`src/include/sbic_consts.vh`:
```
// Purpose: constants for the serial bus interface control block
// Assumes: 32-bit register words, byte addresses on a plain port
// Notes:   offsets are picked for this block, see hand-over
`ifndef SBIC_CONSTS_VH
`define SBIC_CONSTS_VH
// register byte offsets
`define SBIC_OFF_ENABLE   8'h00
`define SBIC_OFF_XFER     8'h04
`define SBIC_OFF_DATA     8'h08
`define SBIC_OFF_MODE     8'h0C
// interface_enable_ctrl fields
`define SBIC_EN_BIT       7
// transfer_ctrl fields
`define SBIC_START_BIT    7
`define SBIC_TERM_BIT     6
`define SBIC_TMODE_HI     5
`define SBIC_TMODE_LO     4
`define SBIC_XFER_ONE_BIT 3
`define SBIC_CLK_HI       2
`define SBIC_CLK_LO       0
// operating_mode_ctrl / status_reg fields
`define SBIC_OPM_HI       3
`define SBIC_OPM_LO       2
`define SBIC_TACT_BIT     3
`define SBIC_SACT_BIT     2
// reset values
`define SBIC_XFER_RST     8'h01
`define SBIC_OPM_RST      2'h0
`define SBIC_STAT_ONES    8'hF3
// codes
`define SBIC_TM_TX        2'h0
`define SBIC_TM_TXRX      2'h2
`define SBIC_TM_RX        2'h3
`define SBIC_OPM_SIO      2'h1
`define SBIC_CLK_EXT      3'h7
// internal clock divider: reload is 2 << code, half period in system clocks is one more
`define SBIC_DIV_BASE     10'h002
`endif

```
`src/hw/sbic_top.v`:
```
// Purpose: register set and 8-bit shift engine of the clocked serial mode
// Assumes: plain register port, read data one cycle after the read strobe
// Notes:   serial clock idles high; tx shifts on falling, rx samples on rising
// What this block does
// RL1 - enable bit 7 must be set first
// RL2 - disabled: only enable register keeps clocking
// RL3 - disable keeps all programmed register settings
// RL4 - start bit 7: 1 starts, 0 stops
// RL5 - termination bit 6 aborts transfer at once
// RL6 - mode field: tx, reserved, tx/rx, rx
// RL7 - clock select field picks shift clock rate
// RL8 - clock bit0 reads 1 until serial mode
// RL9 - software stops and terminates before reprogramming
// RL10 - data buffer: separate write and read storage
// RL11 - software avoids read-modify-write on buffer
// RL12 - mode write shares address with status read
// RL13 - operating mode: port, serial, i2c, reserved
// RL14 - software keeps mode during a session
// RL15 - status bit3 transfer, bit2 shift active
// RL16 - clock code 111 uses external clock pin
// RL17 - buffer moves to shifter, lsb first out
// RL18 - buffer move raises buffer-empty pulse
// RL19 - constant bits read fixed, ignore writes
// RL20 - software avoids reserved mode codes
//
// Design decisions made here: the register offsets and the strobed register port.
`timescale 1ns/1ns
`include "sbic_consts.vh"
module sbic_top #(
  parameter DIV_W = 10  // width of the internal clock divider
) (
  input  wire        clk,
  input  wire        nrst,
  input  wire [7:0]  addr,
  input  wire [31:0] wdata,
  input  wire        wr,
  input  wire        rd,
  output wire [31:0] rdata,
  input  wire        sck_in,
  output wire        sck_out,
  output wire        sck_oe,
  output wire        sdo,
  input  wire        sdi,
  output wire        buffer_empty_irq
);
  // one-hot engine states
  localparam ST_IDLE  = 4'b0001;  // no transfer
  localparam ST_LOAD  = 4'b0010;  // waiting for buffer byte
  localparam ST_SHIFT = 4'b0100;  // eight bits moving
  localparam ST_WAIT  = 4'b1000;  // byte done, auto wait

  // register state
  reg        interface_enable_ff;  // enable bit
  reg        transfer_start_ff;    // start/stop
  reg        forced_termination_ff;// abort
  reg [1:0]  transfer_mode_sel_ff; // tx / txrx / rx
  reg [2:0]  clk_sel_ff;           // serial clock select
  reg [1:0]  operating_mode_sel_ff;// port / serial / i2c
  reg        sio_seen_ff;          // serial mode selected once
  reg [7:0]  tx_buf_ff;            // write side of buffer
  reg        tx_full_ff;           // write side holds a byte
  reg [7:0]  rx_buf_ff;            // read side of buffer
  reg [31:0] rdata_ff;             // read answer
  // engine state
  reg [3:0]  state_ff;
  reg [7:0]  shreg_ff;             // shift register
  reg [2:0]  bitcnt_ff;            // bits done in this byte
  reg        sck_ff;               // internal serial clock level
  reg        sdo_ff;               // data out, holds last bit
  reg        irq_ff;               // buffer-empty pulse
  reg        sck_oe_ff;            // clock pin driver enable
  reg [DIV_W-1:0] div_ff;          // half-period counter
  reg        sdi_m_ff;             // data in, first stage
  reg        sdi_s_ff;             // data in, second stage

  reg [3:0]  nxt_state;
  reg [31:0] nxt_rdata;

  wire ext_rise;  // external clock rising edge
  wire ext_fall;  // external clock falling edge

  // external clock pin passes two flops before use
  sbic_edge_sync u_sck_sync (
    .clk    (clk),
    .nrst   (nrst),
    .pin_in (sck_in),
    .level  (),
    .rise   (ext_rise),
    .fall   (ext_fall)
  );

  // divider reload for a code; the half period is one clock longer
  function [DIV_W-1:0] half_period;
    input [2:0] code;
    begin
      half_period = `SBIC_DIV_BASE << code;
    end
  endfunction

  wire sel_en    = wr & (addr == `SBIC_OFF_ENABLE);
  wire sel_xfer  = wr & (addr == `SBIC_OFF_XFER);
  wire sel_data  = wr & (addr == `SBIC_OFF_DATA);
  wire sel_mode  = wr & (addr == `SBIC_OFF_MODE);
  wire use_ext   = (clk_sel_ff == `SBIC_CLK_EXT);  // RL16
  wire sio_mode  = (operating_mode_sel_ff == `SBIC_OPM_SIO);
  // enable gates the engine and all but the enable register; RL2
  wire run       = interface_enable_ff & sio_mode;
  wire do_tx     = (transfer_mode_sel_ff == `SBIC_TM_TX) |
                   (transfer_mode_sel_ff == `SBIC_TM_TXRX);  // RL6
  wire do_rx     = (transfer_mode_sel_ff == `SBIC_TM_RX) |
                   (transfer_mode_sel_ff == `SBIC_TM_TXRX);  // RL6
  wire int_tick  = ~use_ext & (div_ff == {DIV_W{1'b0}});
  // shift and sample moments, internal or external
  wire lead_edge  = use_ext ? ext_fall : (int_tick & sck_ff);   // RL7
  wire trail_edge = use_ext ? ext_rise : (int_tick & ~sck_ff);  // RL7
  wire active    = (state_ff != ST_IDLE);
  wire shifting  = (state_ff == ST_SHIFT);
  // data needed to start a byte: tx needs a buffered byte
  wire byte_ready = ~do_tx | tx_full_ff;
  wire abort     = forced_termination_ff | ~run;  // RL5

  // enable register is always clocked
  always @(posedge clk or negedge nrst) begin
    if (!nrst) begin
      interface_enable_ff <= 1'b0;
    end else if (sel_en) begin
      interface_enable_ff <= wdata[`SBIC_EN_BIT];  // RL1
    end
  end

  // control registers only update while enabled, else they hold
  always @(posedge clk or negedge nrst) begin
    if (!nrst) begin
      transfer_start_ff     <= 1'b0;
      forced_termination_ff <= 1'b0;
      transfer_mode_sel_ff  <= 2'h0;
      clk_sel_ff            <= 3'h0;
      operating_mode_sel_ff <= `SBIC_OPM_RST;
      sio_seen_ff           <= 1'b0;
    end else if (interface_enable_ff) begin  // RL2 RL3
      if (sel_xfer) begin
        transfer_start_ff     <= wdata[`SBIC_START_BIT];  // RL4
        forced_termination_ff <= wdata[`SBIC_TERM_BIT];   // RL5
        transfer_mode_sel_ff  <= wdata[`SBIC_TMODE_HI:`SBIC_TMODE_LO];  // RL6
        clk_sel_ff            <= wdata[`SBIC_CLK_HI:`SBIC_CLK_LO];      // RL7
      end else if (state_ff == ST_WAIT && !transfer_start_ff && !tx_full_ff) begin
        transfer_start_ff     <= 1'b0;
      end
      if (sel_mode) begin
        operating_mode_sel_ff <= wdata[`SBIC_OPM_HI:`SBIC_OPM_LO];  // RL13 RL12
        if (wdata[`SBIC_OPM_HI:`SBIC_OPM_LO] == `SBIC_OPM_SIO) begin
          sio_seen_ff <= 1'b1;  // RL8
        end
      end
    end
  end

  // engine next state
  always @* begin
    nxt_state = state_ff;
    case (state_ff)
      ST_IDLE: begin
        if (run && transfer_start_ff && !forced_termination_ff) begin
          nxt_state = ST_LOAD;  // RL4
        end
      end
      ST_LOAD: begin
        if (abort || !transfer_start_ff) begin
          nxt_state = ST_IDLE;
        end else if (byte_ready) begin
          nxt_state = ST_SHIFT;
        end
      end
      ST_SHIFT: begin
        if (abort) begin
          nxt_state = ST_IDLE;  // RL5
        end else if (trail_edge && bitcnt_ff == 3'h7) begin
          nxt_state = ST_WAIT;
        end
      end
      ST_WAIT: begin
        // stop request lets the last byte finish, then ends
        if (abort || !transfer_start_ff) begin
          nxt_state = ST_IDLE;  // RL4
        end else if (byte_ready) begin
          nxt_state = ST_SHIFT;
        end
      end
      default: begin
        nxt_state = ST_IDLE;
      end
    endcase
  end

  // engine datapath; the clock stops while waiting for data
  always @(posedge clk or negedge nrst) begin
    if (!nrst) begin
      state_ff  <= ST_IDLE;
      shreg_ff  <= 8'h00;
      bitcnt_ff <= 3'h0;
      sck_ff    <= 1'b1;
      sdo_ff    <= 1'b1;
      irq_ff    <= 1'b0;
      div_ff    <= {DIV_W{1'b0}};
      rx_buf_ff <= 8'h00;
    end else begin
      state_ff <= nxt_state;
      irq_ff   <= 1'b0;
      if (nxt_state == ST_SHIFT && state_ff != ST_SHIFT) begin
        // buffer to shifter in tx modes, zeros in rx mode; buffer now empty; RL17 RL18
        shreg_ff  <= do_tx ? tx_buf_ff : 8'h00;
        irq_ff    <= do_tx;  // RL18
        bitcnt_ff <= 3'h0;
        sck_ff    <= 1'b1;
        div_ff    <= half_period(clk_sel_ff);
      end else if (shifting && !abort) begin
        if (!use_ext) begin
          div_ff <= int_tick ? half_period(clk_sel_ff) : div_ff - 1'b1;
          if (int_tick) begin
            sck_ff <= ~sck_ff;
          end
        end
        if (lead_edge && do_tx) begin
          sdo_ff <= shreg_ff[0];  // RL17 lsb first
        end
        if (trail_edge) begin
          shreg_ff  <= {(do_rx ? sdi_s_ff : 1'b0), shreg_ff[7:1]};
          bitcnt_ff <= bitcnt_ff + 3'h1;
          if (bitcnt_ff == 3'h7 && do_rx) begin
            rx_buf_ff <= {sdi_s_ff, shreg_ff[7:1]};  // RL10
          end
        end
      end else begin
        sck_ff <= 1'b1;
      end
    end
  end

  // transmit side of the buffer and data-in synchroniser
  always @(posedge clk or negedge nrst) begin
    if (!nrst) begin
      tx_buf_ff  <= 8'h00;
      tx_full_ff <= 1'b0;
      sdi_m_ff   <= 1'b0;
      sdi_s_ff   <= 1'b0;
    end else begin
      sdi_m_ff <= sdi;
      sdi_s_ff <= sdi_m_ff;
      if (interface_enable_ff && sel_data) begin
        tx_buf_ff  <= wdata[7:0];  // RL10
        tx_full_ff <= 1'b1;
      end else if (nxt_state == ST_SHIFT && state_ff != ST_SHIFT) begin
        tx_full_ff <= 1'b0;
      end else if (interface_enable_ff && sel_xfer && wdata[`SBIC_TERM_BIT]) begin
        // only the abort write drops a queued byte; a byte written while
        // termination is still set must survive until the start write
        tx_full_ff <= 1'b0;  // RL5
      end
    end
  end

  // read mux; unmapped and constant bits answer fixed values
  always @* begin
    nxt_rdata = 32'h00000000;
    case (addr)
      `SBIC_OFF_ENABLE: begin
        nxt_rdata[`SBIC_EN_BIT] = interface_enable_ff;
      end
      `SBIC_OFF_XFER: begin
        nxt_rdata[`SBIC_START_BIT] = transfer_start_ff;
        nxt_rdata[`SBIC_TERM_BIT]  = forced_termination_ff;
        nxt_rdata[`SBIC_TMODE_HI:`SBIC_TMODE_LO] = transfer_mode_sel_ff;
        nxt_rdata[`SBIC_XFER_ONE_BIT] = 1'b1;  // RL19
        nxt_rdata[`SBIC_CLK_HI:`SBIC_CLK_LO] = clk_sel_ff;
        if (!sio_seen_ff) begin
          nxt_rdata[`SBIC_CLK_LO] = 1'b1;  // RL8
        end
      end
      `SBIC_OFF_DATA: begin
        nxt_rdata[7:0] = rx_buf_ff;  // RL10
      end
      `SBIC_OFF_MODE: begin
        nxt_rdata[7:0] = `SBIC_STAT_ONES;  // RL12 RL19
        nxt_rdata[`SBIC_TACT_BIT] = active;    // RL15
        nxt_rdata[`SBIC_SACT_BIT] = shifting;  // RL15
      end
      default: begin
        nxt_rdata = 32'h00000000;
      end
    endcase
  end

  // read data register, held only the cycle after a strobe
  always @(posedge clk or negedge nrst) begin
    if (!nrst) begin
      rdata_ff <= 32'h00000000;
    end else begin
      rdata_ff <= rd ? nxt_rdata : 32'h00000000;
    end
  end

  // clock pin driver enable, registered so the pin comes from a flop
  always @(posedge clk or negedge nrst) begin
    if (!nrst) begin
      sck_oe_ff <= 1'b0;
    end else begin
      sck_oe_ff <= interface_enable_ff & ~use_ext;  // RL16
    end
  end

  // outputs straight from flops
  assign rdata            = rdata_ff;
  assign sck_out          = sck_ff;
  assign sck_oe           = sck_oe_ff;  // RL16
  assign sdo              = sdo_ff;
  assign buffer_empty_irq = irq_ff;
endmodule // sbic_top

```
`src/hw/sbic_edge_sync.v`:
```
// Purpose: two-flop synchroniser with edge detection for the serial clock pin
// Assumes: input is asynchronous to clk
// Notes:   first flop feeds only the second flop
`timescale 1ns/1ns
module sbic_edge_sync (
  input  wire clk,
  input  wire nrst,
  input  wire pin_in,
  output wire level,
  output wire rise,
  output wire fall
);
  reg meta_ff;  // first stage, read only by sync_ff
  reg sync_ff;  // second stage
  reg prev_ff;  // delayed copy for edge finding

  // synchroniser chain and edge history
  always @(posedge clk or negedge nrst) begin
    if (!nrst) begin
      meta_ff <= 1'b1;
      sync_ff <= 1'b1;
      prev_ff <= 1'b1;
    end else begin
      meta_ff <= pin_in;
      sync_ff <= meta_ff;
      prev_ff <= sync_ff;
    end
  end

  assign level = sync_ff;
  assign rise  = sync_ff & ~prev_ff;
  assign fall  = ~sync_ff & prev_ff;
endmodule // sbic_edge_sync

```
`config.mk`:
```
export PLATFORM = sky130hd
export DESIGN_NAME = sbic_top
export DESIGN_NICKNAME = d
export VERILOG_FILES = /design/src/hw/sbic_top.v /design/src/hw/sbic_edge_sync.v
export VERILOG_INCLUDE_DIRS = /design/src /design/src/include
export SDC_FILE = /design/constraint.sdc
export NUM_CORES = 1
export LEC_CHECK = 0
export BUFFER_PORTS_ARGS = -buffer_cell sky130_fd_sc_hd__buf_2
export CELL_PAD_IN_SITES_DETAIL_PLACEMENT = 0
export CELL_PAD_IN_SITES_GLOBAL_PLACEMENT = 1
export CORE_AREA = 2 2 104 86
export CTS_BUF_LIST = sky130_fd_sc_hd__clkbuf_8
export CTS_CLUSTER_SIZE = 8
export DETAILED_ROUTE_END_ITERATION = 10
export DIE_AREA = 0 0 106 88
export PLACE_DENSITY_LB_ADDON = 0.1
export SYNTH_ARGS = -nofsm -noshare
export SYNTH_HDL_FRONTEND = slang
export SYNTH_SLANG_ARGS = --single-unit
```
`constraint.sdc`:
```
create_clock -name clk -period 3.14 [get_ports clk]
set_clock_uncertainty 0.2 [all_clocks]
set_input_delay 0.314 -clock clk [delete_from_list [all_inputs] [get_ports clk]]
set_output_delay 0.314 -clock clk [all_outputs]
set_load 0.01 [all_outputs]
```
==> summary.md <==
| Metric | Value |
|---|---|
| Sequential fraction of the synthesis area | 0.511 |
| Worst reg2reg endpoint | div_ff[4] |
| Clock Latency Late Sink | 0.35 ns |
| Share of power burned in the clock network | 0.383 |
| Setup slack of the critical path after layout | 0.374 ns |
| Synthesized instance count | 324 |
| Net Switching | ~420 uW |
| Final routed wirelength across all metal layers | 8050 um |
| Startpoint type of the worst setup path | flop |
| Post-Route Setup TNS | 0 ns |
| Top post-synthesis cells by area | sky130_fd_sc_hd__dfrtp_1 46%, sky130_fd_sc_hd__mux2_2 8.2%, sky130_fd_sc_hd__buf_4 5.2% |
| Setup slack of the worst register-to-register path | between 0.3 and 0.4 ns |
| Cell area after placement | 3720 um2 |
| Violated checks | negative hold slack |
| Beginning of the worst register-to-register path | div_ff[0] |
| Post-layout min period | between 2 and 3 ns |
| Number of flip-flops and latches in the synthesized netlist | 70 |
| Starting DRT DRC Count | 139 |
| Core Footprint | 8300 um2 |
| Switching share of total power | 0.252 |
| Yosys cell types | 60 |
| Length of the first detailed-routing pass in iterations | 4 |
| Type of the worst min-delay path | primary input to async pin |
| Post-synth design cell area | 3450 um2 |
| Total of buffers placed on input and output ports | 33 |
| Initial core utilization | 0.415 |
| Achievable clock frequency | 361 MHz |
| Area taken by flip-flops and latches | approximately 1800 um2 |
| Clock buffers created by TritonCTS | 9 |
| Layout area overhead | 13.5% |
| Crit path buf inv count | 2 |
| Worst-Margin Slew | between 0.9 and 1 ns |
| Global-route wire length before repair | about 13000 um |
| Die area | just over 9000 um2 |
| Worst slack at placement | between 0.3 and 0.4 ns |
| Initial antenna violation count | 0 |
| Largest net degree at the start of global routing | 71 |
| CTS Root Buffer Type | sky130_fd_sc_hd__clkbuf_8 |
| Total routing usage reported by global routing | 0.185 |
| HPWL after DPL | 5600 um |
| Share of the clock period used by the worst path after layout | 0.881 |
| Worst path cell trace | inv_1, ha_1, or4b_1, or3_1, o21ai_1, buf_4, a31oi_1, o32a_1 |
| Non-filler cells, final | 490 |
| Setup-violating endpoint count in the final report | 0 |
| Flop pwr share | 0.556 |
| Post-CTS setup buffers | 0 |
| Proportion of layout cells with a drive suffix above 1 | 0.265 |
| Data required, critical path | around 3.2 ns |
| Maximum fanout along the worst path | 7 |
| Yosys warns | 0 |
| Combinational share of power | 0.061 |
| Cell area after layout | 3910 um2 |
| Peak supply drop | 0.256 mV |
| Area share of the leading cell type in the synthesized netlist | 0.465 |
| Internal power | 1250 uW |
| Die width | 106 um |
| Via-per-instance ratio | about 5.1 |
| Number of vias in the routed layout | 2498 |
| Weighted congestion at the end of routability-driven global placement | just over 0.8 |
| Critical path capture point type | flop |
| Commonest non-fill, non-tap cell in the layout | sky130_fd_sc_hd__dfrtp_1 |
| Logic depth of the worst register-to-register path | 8 |
| Remaining Overflow, GRT | 0 |
| Fin. max-slew vios | 0 |
| Number of placement rows | 30 |
| Slowest library cell on the worst path | sky130_fd_sc_hd__or4b_1 |
| Clock net sink count | 70 |
| Footprint of the multi-input gates | about 1500 um2 |
| Final hold violations | 33 |
| Cell taking the most area after synthesis | sky130_fd_sc_hd__dfrtp_1 |
| Max incr delay on CP | 0.48 ns |
| CTS max path bufs | 2 |
| Total inserted antenna cells | 0 |
| DR WL/cell | around 16 um |
| Arrival time of the worst setup path | 2.79 ns |
| DRC errors left | 0 |
| Die Height | between 80 and 90 um |
| Number of synthesized flops with an enable pin | 0 |
| Outcome | finished with violations |
| Largest delay share family, worst path | simple AND/OR/NAND/NOR gates |
| Worst setup path category | flop to flop |
| Final net count | 423 |
| I/O pins | 82 |
| Synth Area per Inst | 10.6 um2 |
| Antenna viol nets, final | 0 |
| Filler Cells Inserted | 801 |
| Number of global-route vias before repair | 2473 |
| Leakage power | roughly 0.0020 uW |
| Fraction of synthesis flops using an asynchronous set or reset pin | 1.00 |
| Top FF cell, synth | sky130_fd_sc_hd__dfrtp_1 |
| Highest-count cells in the layout ignoring fill and taps | 64 x sky130_fd_sc_hd__dfrtp_1, 33 x sky130_fd_sc_hd__buf_2, 26 x sky130_fd_sc_hd__nand2_1 |
| Maximum level of the CTS H-tree | 3 |
| Placed cells | 472 |
| Number of max-capacitance violations reported | 0 |
| CTS tree | yes |
| Final worst hold slack | -0.0213 ns |
| Slew Limit Headroom | 0.376 |
| Clock Pin Slew Worst Setup and Hold Paths | 0.07 ns |
| Unrepaired setup endpoints after global routing | false |
| Total power divided by cell area | 429 nW/um2 |
[worst max-delay path by stage]
| stage | to | slack, ns | cells past startpoint | from |
|---|---|---|---|---|
| after global routing | rx_buf_ff[6] | 0.23 | 7 | div_ff[0] |
| after floorplan | div_ff[4] | 0.73 | 8 | div_ff[0] |
| after detailed placement | div_ff[4] | 0.37 | 8 | div_ff[0] |
| final | div_ff[4] | 0.37 | 8 | div_ff[0] |
| after global placement | div_ff[4] | 0.40 | 8 | div_ff[0] |
| after CTS | div_ff[4] | 0.37 | 8 | div_ff[0] |
[per-stage QoR]
step,utilization,power (uW)
detailed placement,0.449,1050
finish,0.471,1680
global placement,0.449,1050
CTS,0.471,1700
global route,0.471,1760
floorplan,-,1020
[area by class of cell]
class,count,area share
multi-input cells,231,0.385
clock buffers,10,0.0352
repair buffers,49,0.0742
well taps,112,0.0358
clock inverters,6,0.00832
inverters,12,0.0115
flip-flops and latches,70,0.450
[what timing repair did]
action / in CTS / in global routing
endpoints found under the setup margin: 0 / 0
hold buffers: 2 / 0
hold endpoints to repair: 2 / 0
gates resized for setup: 0 / 0
[logic make-up after synthesis]
family | count (synthesis) | synth area share
simple gates | 101 | 0.158
flops | 70 | 0.511
compound gates | 62 | 0.114
buf+inv | 46 | 0.0773
mux | 38 | 0.119
fa+ha+maj | 4 | 0.0145
xor+xnor | 2 | 0.00508
other cells | 1 | 0.00109
[worst reg2reg max path, stage by stage, from the launching register on]
cell and delay, ns:
sky130_fd_sc_hd__dfrtp_1 0.42, sky130_fd_sc_hd__inv_1 0.10, sky130_fd_sc_hd__ha_1 0.14, sky130_fd_sc_hd__or4b_1 0.48, sky130_fd_sc_hd__or3_1 0.43, sky130_fd_sc_hd__o21ai_1 0.32, sky130_fd_sc_hd__buf_4 0.24, sky130_fd_sc_hd__a31oi_1 0.05
sky130_fd_sc_hd__o32a_1 0.28
[flip-flops by register name, indices dropped and copies added, names as in the netlist, 2 cells and up]
| register | count |
|---|---|
| div_ff | 10 |
| rdata | 8 |
| rx_buf_ff | 8 |
| shreg_ff | 8 |
| tx_buf_ff | 8 |
| state_ff | 4 |
| bitcnt_ff | 3 |
| clk_sel_ff | 3 |
| operating_mode_sel_ff | 2 |
| transfer_mode_sel_ff | 2 |
[routing by layer]
metal	routed length (um)	vias to the layer above	GRT usage
li1	-	1209	-
met1	4250	1208	0.283
met2	3280	74	0.256
met3	452	7	0.0484
met4	68	0	0.0562
met5	0	-	0
[Yosys cell counts (all sizes together) (2+ instances only)]
cell,count
a21oi,10
a22o,2
a22oi,4
and2,2
and3,2
buf,27
clkbuf,7
dfrtp,64
dfstp,6
ha,4
inv,12
mux2,25
mux2i,13
nand2,26
nand2b,3
nand3,4
nand3b,2
nand4,4
nor2,23
nor2b,3
nor3,14
nor4,5
o211ai,2
o21a,2
o21ai,26
o32a,2
or2,2
or3,2
or4,2
or4b,2
[power by group through the flow]
stage / Clock, uW / Combinational, uW / Sequential (uW)
after detailed placement: 0 / 102 / 950
after global placement: 0 / 101 / 949
after global routing: 704 / 116 / 935
after CTS: 660 / 104 / 932
after floorplan: 0 / 72.6 / 947
final: 641 / 102 / 932
(Power assumes the default switching activity.)
